[src/core/smrb_defines.svh]
// constants for the operating-mode setting and burst address logic
`ifndef SMRB_DEFINES_SVH
`define SMRB_DEFINES_SVH
`define SMRB_ADDR_W       13
`define SMRB_COL_W        9
`define SMRB_PAGE_LAST    9'h1FF
`define SMRB_BL_LSB       0
`define SMRB_BL_MSB       2
`define SMRB_ORDER_BIT    3
`define SMRB_LAT_LSB      4
`define SMRB_LAT_MSB      6
`define SMRB_TEST_LSB     7
`define SMRB_TEST_MSB     8
`define SMRB_WBURST_BIT   9
`define SMRB_BL_1         3'h0
`define SMRB_BL_2         3'h1
`define SMRB_BL_4         3'h2
`define SMRB_BL_8         3'h3
`define SMRB_BL_PAGE      3'h7
`define SMRB_LAT_2        3'h2
`define SMRB_LAT_3        3'h3
`define SMRB_MODE_RST     13'h0000
`define SMRB_LOAD_CYCLES  2
`endif

[src/core/smrb_pkg.sv]
// types shared by the operating-mode setting and burst address logic
package smrb_pkg;
  typedef logic [12:0] smrb_mode_t;
  typedef logic [8:0]  smrb_col_t;
  typedef enum logic [2:0] {
    SMRB_CMD_DESELECT,
    SMRB_CMD_NOP,
    SMRB_CMD_LOAD_MODE,
    SMRB_CMD_READ,
    SMRB_CMD_WRITE,
    SMRB_CMD_OTHER
  } smrb_cmd_e;
endpackage

[src/core/smrb_burst_if.sv]
// carrier between the command decode and the burst address generator
`timescale 1ns/100ps
interface smrb_burst_if;
  logic      start;     // one-cycle burst start
  logic      is_write;  // burst is a write
  logic [8:0] col;      // start column
  logic [2:0] len_code; // burst length code
  logic      order;     // 1 interleaved
  logic      single_wr; // write bursts are one word
  logic      active;    // burst running
  logic [8:0] cur_col;  // current column
  modport ctl (output start, is_write, col, len_code, order, single_wr,
               input active, cur_col);
  modport gen (input start, is_write, col, len_code, order, single_wr,
               output active, cur_col);
endinterface

[src/core/smrb_mode_top.sv]
// operating-mode setting register, command decode and burst addressing
`timescale 1ns/100ps
`include "smrb_defines.svh"
module smrb_mode_top
  import smrb_pkg::*;
(
  input  wire logic        CORE_CLK_I,    // device clock
  input  wire logic        SYS_RST_I,     // sync reset, active high
  input  wire logic        CE_I,          // clock enable
  input  wire logic        CS_N_I,        // chip select, low active
  input  wire logic        RAS_N_I,       // row strobe, low active
  input  wire logic        CAS_N_I,       // column strobe, low active
  input  wire logic        WE_N_I,        // write enable, low active
  input  wire logic [12:0] ADDR_I,        // address bits
  input  wire logic        STOP_I,        // terminating command seen
  output logic [12:0]      MODE_O,        // stored setting
  output logic [1:0]       LATENCY_O,     // read latency in clocks
  output logic             LOAD_BUSY_O,   // load-mode write in progress
  output logic             BURST_ACT_O,   // burst running
  output logic [8:0]       BURST_COL_O    // current burst column
);
  // pins pass three flops; a change counts when stages two and three agree
  logic [16:0] s1_ff, s2_ff, s3_ff, pin_ff;
  always_ff @(posedge CORE_CLK_I) begin
    if (SYS_RST_I) begin
      s1_ff  <= 17'h0000F;
      s2_ff  <= 17'h0000F;
      s3_ff  <= 17'h0000F;
      pin_ff <= 17'h0000F;
    end else if (CE_I) begin
      s1_ff <= {ADDR_I, CS_N_I, RAS_N_I, CAS_N_I, WE_N_I};
      s2_ff <= s1_ff;
      s3_ff <= s2_ff;
      if (s2_ff == s3_ff)
        pin_ff <= s3_ff;
    end
  end

  logic [12:0] addr;
  logic        cs_n, ras_n, cas_n, we_n;
  assign {addr, cs_n, ras_n, cas_n, we_n} = pin_ff;

  // command decode from the filtered pins
  function automatic smrb_cmd_e decode(input logic c, r, a, w);
    if (c)
      decode = SMRB_CMD_DESELECT;
    else
      case ({r, a, w})
        3'h0:    decode = SMRB_CMD_LOAD_MODE;
        3'h7:    decode = SMRB_CMD_NOP;
        3'h5:    decode = SMRB_CMD_READ;
        3'h4:    decode = SMRB_CMD_WRITE;
        default: decode = SMRB_CMD_OTHER;
      endcase
  endfunction

  smrb_cmd_e cmd;
  logic      pin_new_ff;
  // decode once per accepted change; a held level must not restart bursts
  assign cmd = pin_new_ff ? decode(cs_n, ras_n, cas_n, we_n) : SMRB_CMD_NOP;

  // marks the cycle after the filtered pins took a new value
  always_ff @(posedge CORE_CLK_I) begin
    if (SYS_RST_I)
      pin_new_ff <= 1'b0;
    else if (CE_I)
      pin_new_ff <= (s2_ff == s3_ff) && (s3_ff != pin_ff);
  end

  // setting register; reset gives a known value, power-up is undefined
  smrb_mode_t mode_ff;
  always_ff @(posedge CORE_CLK_I) begin
    if (SYS_RST_I)
      mode_ff <= `SMRB_MODE_RST;
    else if (CE_I && cmd == SMRB_CMD_LOAD_MODE)
      mode_ff <= addr;
  end

  // two-clock completion window for the load-mode write
  logic [1:0] busy_cnt_ff;
  always_ff @(posedge CORE_CLK_I) begin
    if (SYS_RST_I)
      busy_cnt_ff <= 2'h0;
    else if (CE_I) begin
      if (cmd == SMRB_CMD_LOAD_MODE)
        busy_cnt_ff <= 2'(`SMRB_LOAD_CYCLES);
      else if (busy_cnt_ff != 2'h0)
        busy_cnt_ff <= busy_cnt_ff - 2'h1;
    end
  end

  smrb_burst_if bif ();
  logic rw;
  assign rw = (cmd == SMRB_CMD_READ) || (cmd == SMRB_CMD_WRITE);
  // burst settings come from the stored register only
  assign bif.start     = CE_I && rw && busy_cnt_ff == 2'h0;
  assign bif.is_write  = (cmd == SMRB_CMD_WRITE);
  assign bif.col       = addr[8:0];
  assign bif.len_code  = mode_ff[`SMRB_BL_MSB:`SMRB_BL_LSB];
  assign bif.order     = mode_ff[`SMRB_ORDER_BIT];
  assign bif.single_wr = mode_ff[`SMRB_WBURST_BIT];

  smrb_burst_gen u_gen (
    .clk_i  (CORE_CLK_I),
    .rst_i  (SYS_RST_I),
    .ce_i   (CE_I),
    .stop_i (STOP_I),
    .bus    (bif.gen)
  );

  // registered outputs
  always_ff @(posedge CORE_CLK_I) begin
    if (SYS_RST_I) begin
      MODE_O      <= 13'h0000;
      LATENCY_O   <= 2'h0;
      LOAD_BUSY_O <= 1'b0;
      BURST_ACT_O <= 1'b0;
      BURST_COL_O <= 9'h000;
    end else if (CE_I) begin
      MODE_O      <= mode_ff;
      case (mode_ff[`SMRB_LAT_MSB:`SMRB_LAT_LSB])
        `SMRB_LAT_2: LATENCY_O <= 2'h2;
        `SMRB_LAT_3: LATENCY_O <= 2'h3;
        default:     LATENCY_O <= 2'h0;
      endcase
      LOAD_BUSY_O <= (busy_cnt_ff != 2'h0);
      BURST_ACT_O <= bif.active;
      BURST_COL_O <= bif.cur_col;
    end
  end
endmodule // smrb_mode_top

[src/core/smrb_burst_gen.sv]
// burst column address generator
`timescale 1ns/100ps
`include "smrb_defines.svh"
module smrb_burst_gen
  import smrb_pkg::*;
(
  input  wire logic clk_i,   // core clock
  input  wire logic rst_i,   // sync reset
  input  wire logic ce_i,    // clock enable
  input  wire logic stop_i,  // terminating command
  smrb_burst_if.gen bus      // burst carrier
);
  logic [8:0] base_ff;
  logic [8:0] cnt_ff;
  logic [9:0] left_ff;
  logic       page_ff;
  logic       order_ff;
  logic [8:0] mask;
  logic [9:0] len;
  logic [8:0] blk_ff;

  // length in words for a code; reserved codes fall back to one word
  function automatic logic [9:0] bl_words(input logic [2:0] c);
    case (c)
      `SMRB_BL_1:    bl_words = 10'h001;
      `SMRB_BL_2:    bl_words = 10'h002;
      `SMRB_BL_4:    bl_words = 10'h004;
      `SMRB_BL_8:    bl_words = 10'h008;
      `SMRB_BL_PAGE: bl_words = 10'h200;
      default:       bl_words = 10'h001;
    endcase
  endfunction

  assign len  = bl_words(bus.len_code);
  // wrap mask comes from the length captured at start, not the live code
  assign mask = page_ff ? `SMRB_PAGE_LAST : blk_ff;

  // column: wrap inside aligned block, or xor with counter when interleaved and not full page
  always_comb begin
    logic [8:0] m;
    m = 9'h000;
    bus.cur_col = base_ff;
    m = mask;
    if (order_ff && !page_ff)
      bus.cur_col = (base_ff & ~m) | ((base_ff ^ cnt_ff) & m);
    else
      bus.cur_col = (base_ff & ~m) | ((base_ff + cnt_ff) & m);
  end

  // burst progress; a new burst restarts, full page runs until stopped
  always_ff @(posedge clk_i) begin
    if (rst_i) begin
      base_ff  <= 9'h000;
      cnt_ff   <= 9'h000;
      left_ff  <= 10'h000;
      page_ff  <= 1'b0;
      order_ff <= 1'b0;
      bus.active <= 1'b0;
    end else if (ce_i) begin
      if (bus.start) begin
        base_ff    <= bus.col;
        cnt_ff     <= 9'h000;
        // a single-word write in page mode must still end after one word
        page_ff    <= (bus.len_code == `SMRB_BL_PAGE) &&
                      !(bus.is_write && bus.single_wr);
        order_ff   <= bus.order;
        left_ff    <= (bus.is_write && bus.single_wr) ? 10'h001 : len;
        bus.active <= 1'b1;
      end else if (stop_i) begin
        bus.active <= 1'b0;
      end else if (bus.active) begin
        cnt_ff <= cnt_ff + 9'h001;
        if (!page_ff) begin
          left_ff <= left_ff - 10'h001;
          if (left_ff == 10'h001)
            bus.active <= 1'b0;
        end
      end
    end
  end

  // block mask of the aligned burst; full page uses the whole column field
  always_ff @(posedge clk_i) begin
    if (rst_i)
      blk_ff <= 9'h000;
    else if (ce_i && bus.start)
      blk_ff <= 9'(len - 10'h001);
  end
endmodule // smrb_burst_gen

[config.mk]
export PLATFORM = sky130hd
export DESIGN_NAME = smrb_mode_top
export DESIGN_NICKNAME = d
export VERILOG_FILES = /design/src/core/smrb_pkg.sv /design/src/core/smrb_burst_if.sv /design/src/core/smrb_mode_top.sv /design/src/core/smrb_burst_gen.sv
export VERILOG_INCLUDE_DIRS = /design/src /design/src/core
export SDC_FILE = /design/constraint.sdc
export NUM_CORES = 1
export LEC_CHECK = 0
export ABC_AREA = 1
export BUFFER_PORTS_ARGS = -buffer_cell sky130_fd_sc_hd__buf_2
export CORE_MARGIN = 5
export CORE_UTILIZATION = 30
export CTS_CLUSTER_DIAMETER = 60
export CTS_CLUSTER_SIZE = 10
export DETAILED_ROUTE_END_ITERATION = 10
export GPL_ROUTABILITY_DRIVEN = 0
export PLACE_DENSITY = 0.54
export SYNTH_ARGS = -nofsm -noshare
export SYNTH_HDL_FRONTEND = slang
export SYNTH_SLANG_ARGS = --single-unit
export TNS_END_PERCENT = 30
[constraint.sdc]
create_clock -name CORE_CLK_I -period 1.6 [get_ports CORE_CLK_I]
set_input_delay 0.16 -clock CORE_CLK_I [delete_from_list [all_inputs] [get_ports CORE_CLK_I]]
set_output_delay 0.16 -clock CORE_CLK_I [all_outputs]
set_load 0.02 [all_outputs]
Word level (Yosys, flattened, before mapping)
Index checks and enable logic that the tools add are counted.
W data, S select, Z words.

word-level totals
  bits in registers = 150
  bits of input ports = 21
  output and inout port bits = 26
  word-level logic and storage cells = 91

cells by class
  $add $sub $neg = 5
  equal/unequal tests = 17
  muxes and demuxes = 22
  bitwise gates (word level) = 7
  reductions and logical operators = 21

operators by type and width
  kind                     number
  $mux W10                 5
  $mux W9                  5
  $pmux W10 S4             1
  $and A9 B9 Y9            3
  $eq A3 B2 Y1 const B     6
  $or A9 B9 Y9             2
  $eq A17 B17 Y1           1
  $ne A17 B17 Y1           1
  $eq A3 B3 Y1 const B     5
  $pmux W3 S4              1
  $eq A10 B1 Y1 const B    1
  $sub A10 B1 Y10 const B  1
  $add A9 B1 Y9 const B    1
  $add A9 B9 Y9            1
  $not A9 Y9               1
  $sub A9 B1 Y9 const B    1
  $xor A9 B9 Y9            1
  $logic_and A1 B1 Y1      8
  $mux W3                  2
  $reduce_and A2 Y1        3
  $reduce_bool A2 Y1       3
  $mux W1                  5
  $mux W2                  2
  $ne A2 B1 Y1 const B     2
  other kinds (9)          10

Longest topological paths before layout
  word-level depth = 10
  mapped depth = 14
  mapped depth without buffers = 12

By module
Synthesis repeated with hierarchy kept, for this count alone.

unflattened totals
  cells, all modules = 937
  area total of the unflattened synthesis = 6603.8 um^2

by module, submodules not included
  module          times used  cells each  area an instance (um^2)  sequential area each (um^2)
  smrb_mode_top   1           620         4453.0                   2202.1
  smrb_burst_gen  1           317         2150.8                   720.7

Least setup slack after synthesis
Ideal clock, no wire load.

  kind = reg2reg
  from = register u_gen.cnt_ff[0]
  to = register BURST_COL_O[6]
  library setup time = 0.135 ns
  data arrival time = 1.461 ns
  data required time = 1.465 ns
  setup slack = 0.004 ns
  stages on the path, launching flop included = 13
  path buffers = 0
  clock period less this slack = 1.596 ns
  path through = dfxtp_1 > ha_1 > fa_1 > nand3_1 > nand3_1 > nand2_1 > nand2_1 > nand2_1 > nand2_1 > nand2_1 > nand2_1 > nand2_1 > a21oi_1

on the way
  longest elaborated chain between the ends = 4

RTL lines
  what                    RTL line              source
  from (decl)             smrb_burst_gen.sv:14  logic [8:0] cnt_ff;
  from (signal assigned)  smrb_burst_gen.sv:72  cnt_ff <= cnt_ff + 9'h001;
  $add A9 B9 Y9           smrb_burst_gen.sv:47  bus.cur_col = (base_ff & ~m) | ((base_ff + cnt_ff) & m);
  $and A9 B9 Y9           smrb_burst_gen.sv:47
  $or A9 B9 Y9            smrb_burst_gen.sv:47
  $mux W9                 smrb_burst_gen.sv:44  if (order_ff && !page_ff)
  to (signal assigned)    smrb_mode_top.sv:128  BURST_COL_O <= bif.cur_col;
  to (decl)               smrb_mode_top.sv:20   output logic [8:0] BURST_COL_O

No other way between the ends.
A chain may end at the register's enable or synchronous reset.

Worst setup path in the final report
  from = register u_gen.cnt_ff[0]
  to = register BURST_COL_O[2]

The elaborated chain is that of the path after synthesis.

==> results by group <==
Run status
  • Status: finished, final reports clean

Global route
  • First-pass GRT wire length: 27,570 um
  • GRT Util Overall: 0.1294
  • Largest net degree at the start of global routing: 65
  • Antenna violations before repair: 0
  • Remaining Overflow, GRT: 0
  • Vias in the first global route: 5,669

Worst setup path
  • FF-to-FF End: BURST_COL_O[2]$_SDFFE_PP0P_
  • Critical path class: reg -> reg
  • CP required: 1.88 ns
  • FF-to-FF path depth: 7
  • CP startpoint: u_gen.cnt_ff[0]$_SDFFE_PP0P_
  • Crit path max fanout: 2
  • Worst r2r src: u_gen.cnt_ff[0]$_SDFFE_PP0P_
  • Worst EP arrival: 1.87 ns
  • Crit start category: flop
  • R2r setup slk: 0.02 ns
  • CP endpoint kind: flop

Clocking
  • Clock buffer depth: 2
  • Root buf cell: clkbuf_16
  • H-tree levels: 4
  • Skew-Pair Late Insertion Delay: 0.42 ns
  • Clock transition at path regs: 0.06 ns
  • Clk sinks: 146
  • CTS tree: done
  • TritonCTS Buffers: 17

Floorplan
  • Chip width: 159.1 um
  • Core area: 21,820 um^2
  • Full die area: 25,310 um^2
  • Cell Rows: 54
  • Initial core utilization: 0.3056
  • Die Y: 159.1 um
  • I/O pins: 47

Cells and area
  • Most common cell after layout, fill and taps aside: nand2_1
  • Finished Layout Cells: 1,325
  • Register area: 2948 um^2
  • Multi-input combinational cell area: 3378 um^2
  • # nets final: 1,066
  • Fillers: 2,304
  • Share of cells above drive strength 1: 0.2048
  • Diodes inserted: 0
  • P&R area growth vs syn: 28.99%
  • Fin area: 8602 um^2
  • Commonest non-fill, non-tap cells in the layout: nand2_1, nor2_1, dfxtp_1

Synth
  • Synthesized Nets: 967
  • Synth Flop Type: dfxtp_1
  • Ys Warns: 0
  • Yosys reg bits: 146
  • Count of flip-flops with a built-in enable after synthesis: 0
  • Synth area leader: dfxtp_1
  • Mapped Area: 6669 um^2
  • Gate Count Post-Synth: 933
  • Area share of the largest cell type after synthesis: 0.4383
  • Distinct cell type count after synthesis: 39
  • FFs w/ async S/R, synth: 0
  • Dominant cells by area after synthesis: dfxtp_1, nand2_1, nor2_1
  • Sequential-to-total area share from yosys stat: 0.4383
  • Syn Area/Cell: 7.148 um^2

Power
  • Peak supply drop: 0.6660 mV
  • Clock network fraction of total power: 0.474
  • Int Power: 6.372 mW
  • Total Power: 8.385 mW
  • Seq pwr share: 0.456
  • Switching share of power: 0.2401
  • P_leak: 3.660 nW
  • Power per Cell Area: 974.8 nW/um^2
  • Combinational Power Share: 0.071
  • NetSw: 2.013 mW

Timing
  • Max Clk Rate: 632.4 MHz
  • Tcrit/Tclk final: 0.9882
  • Max-slew violation count: 0
  • Skew final: 0.006041 ns
  • Hold slack: 0.1533 ns
  • Slew headroom: 0.6740
  • Tmin final: 1.581 ns
  • Slew @ Worst Pin: 0.4890 ns
  • RSZ-0062 raised after global routing: true
  • Final hold violation count: 0
  • Endpoints failing setup: 0

Place
  • Inst Count DP: 1,270
  • Post-DP HPWL: 11,240 um
  • Placed inst area: 7527 um^2
  • IO Port Bufs: 46

Detailed routing
  • Routed len/inst: 12.50 um
  • DR iter-0 viols: 273
  • Detailed-route via count: 6,027
  • Drt total wl: 16,570 um
  • Final ANT Viol Nets: 0
  • Detailed Routing Iterations Pass 1: 5
  • DRC: 0
  • Vias/cell: 4.549

Worst hold path
  • Hold path startpoint: STOP_I
  • Hold EP: u_gen.bus.active$_SDFFE_PP0P_
  • Cell depth of the worst hold path: 6
  • Hold Path Class: in -> reg

Run
  • Maxcap violations: 0
==> synth_stat cells, types with 2 or more instances <==
cell      instances
buf_4             2
a21oi_2           6
o21ai_0          95
nand3_1          38
a21oi_1          88
nand2_2           7
nand2_4           3
clkbuf_1         25
buf_2            10
nand4_1          13
o21ai_1           4
buf_1             5
o211ai_1          2
inv_1            93
inv_2             2
ha_1             12
a211oi_1          3
nand2_1         187
or2_2             2
dfxtp_1         146
nor3_1            4
nor2_1          136
nor2_2            4
buf_6             2
xnor2_1          10
xor2_1           21
==> critical path, stage by stage (launching register included) <==
cell,delay [ns]
dfxtp_2,0.33
ha_4,0.16
fa_2,0.35
nand2_1,0.10
xor2_1,0.14
o21ai_0,0.11
o311ai_1,0.14
a21oi_1,0.11
==> sequential cells by signal (all words and copies together), names as in the netlist <==
| name | count |
|---|---|
| busy_cnt_ff | 2 |
| s3_ff | 17 |
| mode_ff | 13 |
| BURST_COL_O | 9 |
| BURST_ACT_O | 1 |
| u_gen.left_ff | 10 |
| pin_new_ff | 1 |
| u_gen.blk_ff | 5 |
| s2_ff | 17 |
| MODE_O | 13 |
| u_gen.base_ff | 9 |
| LATENCY_O | 2 |
| u_gen.order_ff | 1 |
| u_gen.bus.active | 1 |
| u_gen.page_ff | 1 |
| u_gen.cnt_ff | 9 |
| LOAD_BUSY_O | 1 |
| s1_ff | 17 |
| pin_ff | 17 |
==> metrics by stage <==
step	setup slack (ns)	utilization	TNS [ns]
detailed placement	-0.1055	0.3449	-0.3663
global placement	-0.08140	0.3449	-0.2507
floorplan	0.003597	-	0
CTS	0.003485	0.3807	0
finish	0.01882	0.3942	0
global route	-0.1196	0.3942	-0.6237
==> worst max-delay path by stage <==
stage | end | slack (ns)
global route | BURST_COL_O[6]$_SDFFE_PP0P_ | -0.12
CTS | u_gen.left_ff[0]$_SDFFE_PP0P_ | 0.003
finish | BURST_COL_O[2]$_SDFFE_PP0P_ | 0.02
global placement | BURST_COL_O[6]$_SDFFE_PP0P_ | -0.08
detailed placement | BURST_COL_O[6]$_SDFFE_PP0P_ | -0.11
floorplan | BURST_COL_O[6]$_SDFFE_PP0P_ | 0.004
==> power groups by stage <==
| stage | logic (mW) | registers (mW) | clock network [mW] |
|---|---|---|---|
| 6_report | 0.593 | 3.82 | 3.97 |
| 5_1_grt | 0.682 | 3.83 | 4.25 |
| 4_1_cts | 0.591 | 3.82 | 4.08 |
| 3_5_place_dp | 0.555 | 3.90 | 0 |
| 3_3_place_gp | 0.550 | 3.90 | 0 |
| 2_1_floorplan | 0.343 | 3.91 | 0 |
==> cell families (layout without fill, tap and decap cells) <==
family,Yosys count,in the layout,share of synthesized area
compound gates,202,202,0.1584
xor+xnor,31,31,0.04071
fa+ha+maj,13,13,0.02552
buf+inv,141,253,0.08480
flops,146,146,0.4383
simple gates,400,400,0.2523
==> routing by layer <==
| layer | track usage | part of all wire |
|---|---|---|
| met1 | 0.1693 | 0.48 |
| met2 | 0.2134 | 0.48 |
| met3 | 0.03365 | 0.036 |
| met4 | 0.03218 | 0.012 |
| met5 | 0 | 0 |
==> area by class of cell <==
| class | count | area share |
|---|---|---|
| Clock inverter | 12 | 0.01542 |
| Timing Repair Buffer | 124 | 0.1124 |
| Sequential cell | 146 | 0.3427 |
| Inverter | 97 | 0.04291 |
| Tap cell | 280 | 0.04073 |
| Clock buffer | 20 | 0.05309 |
| Multi-Input combinational cell | 646 | 0.3927 |
==> what timing repair did <==
action | in CTS | in global routing
setup buffers | 0 | 3
gates resized for setup | 9 | 68
gates cloned | 0 | 3
endpoints found under the setup margin | 16 | 67
hold buffers | 17 | 0
pin swaps | 0 | 8
hold endpoints to repair | 17 | 0
(Power assumes the default switching activity.)
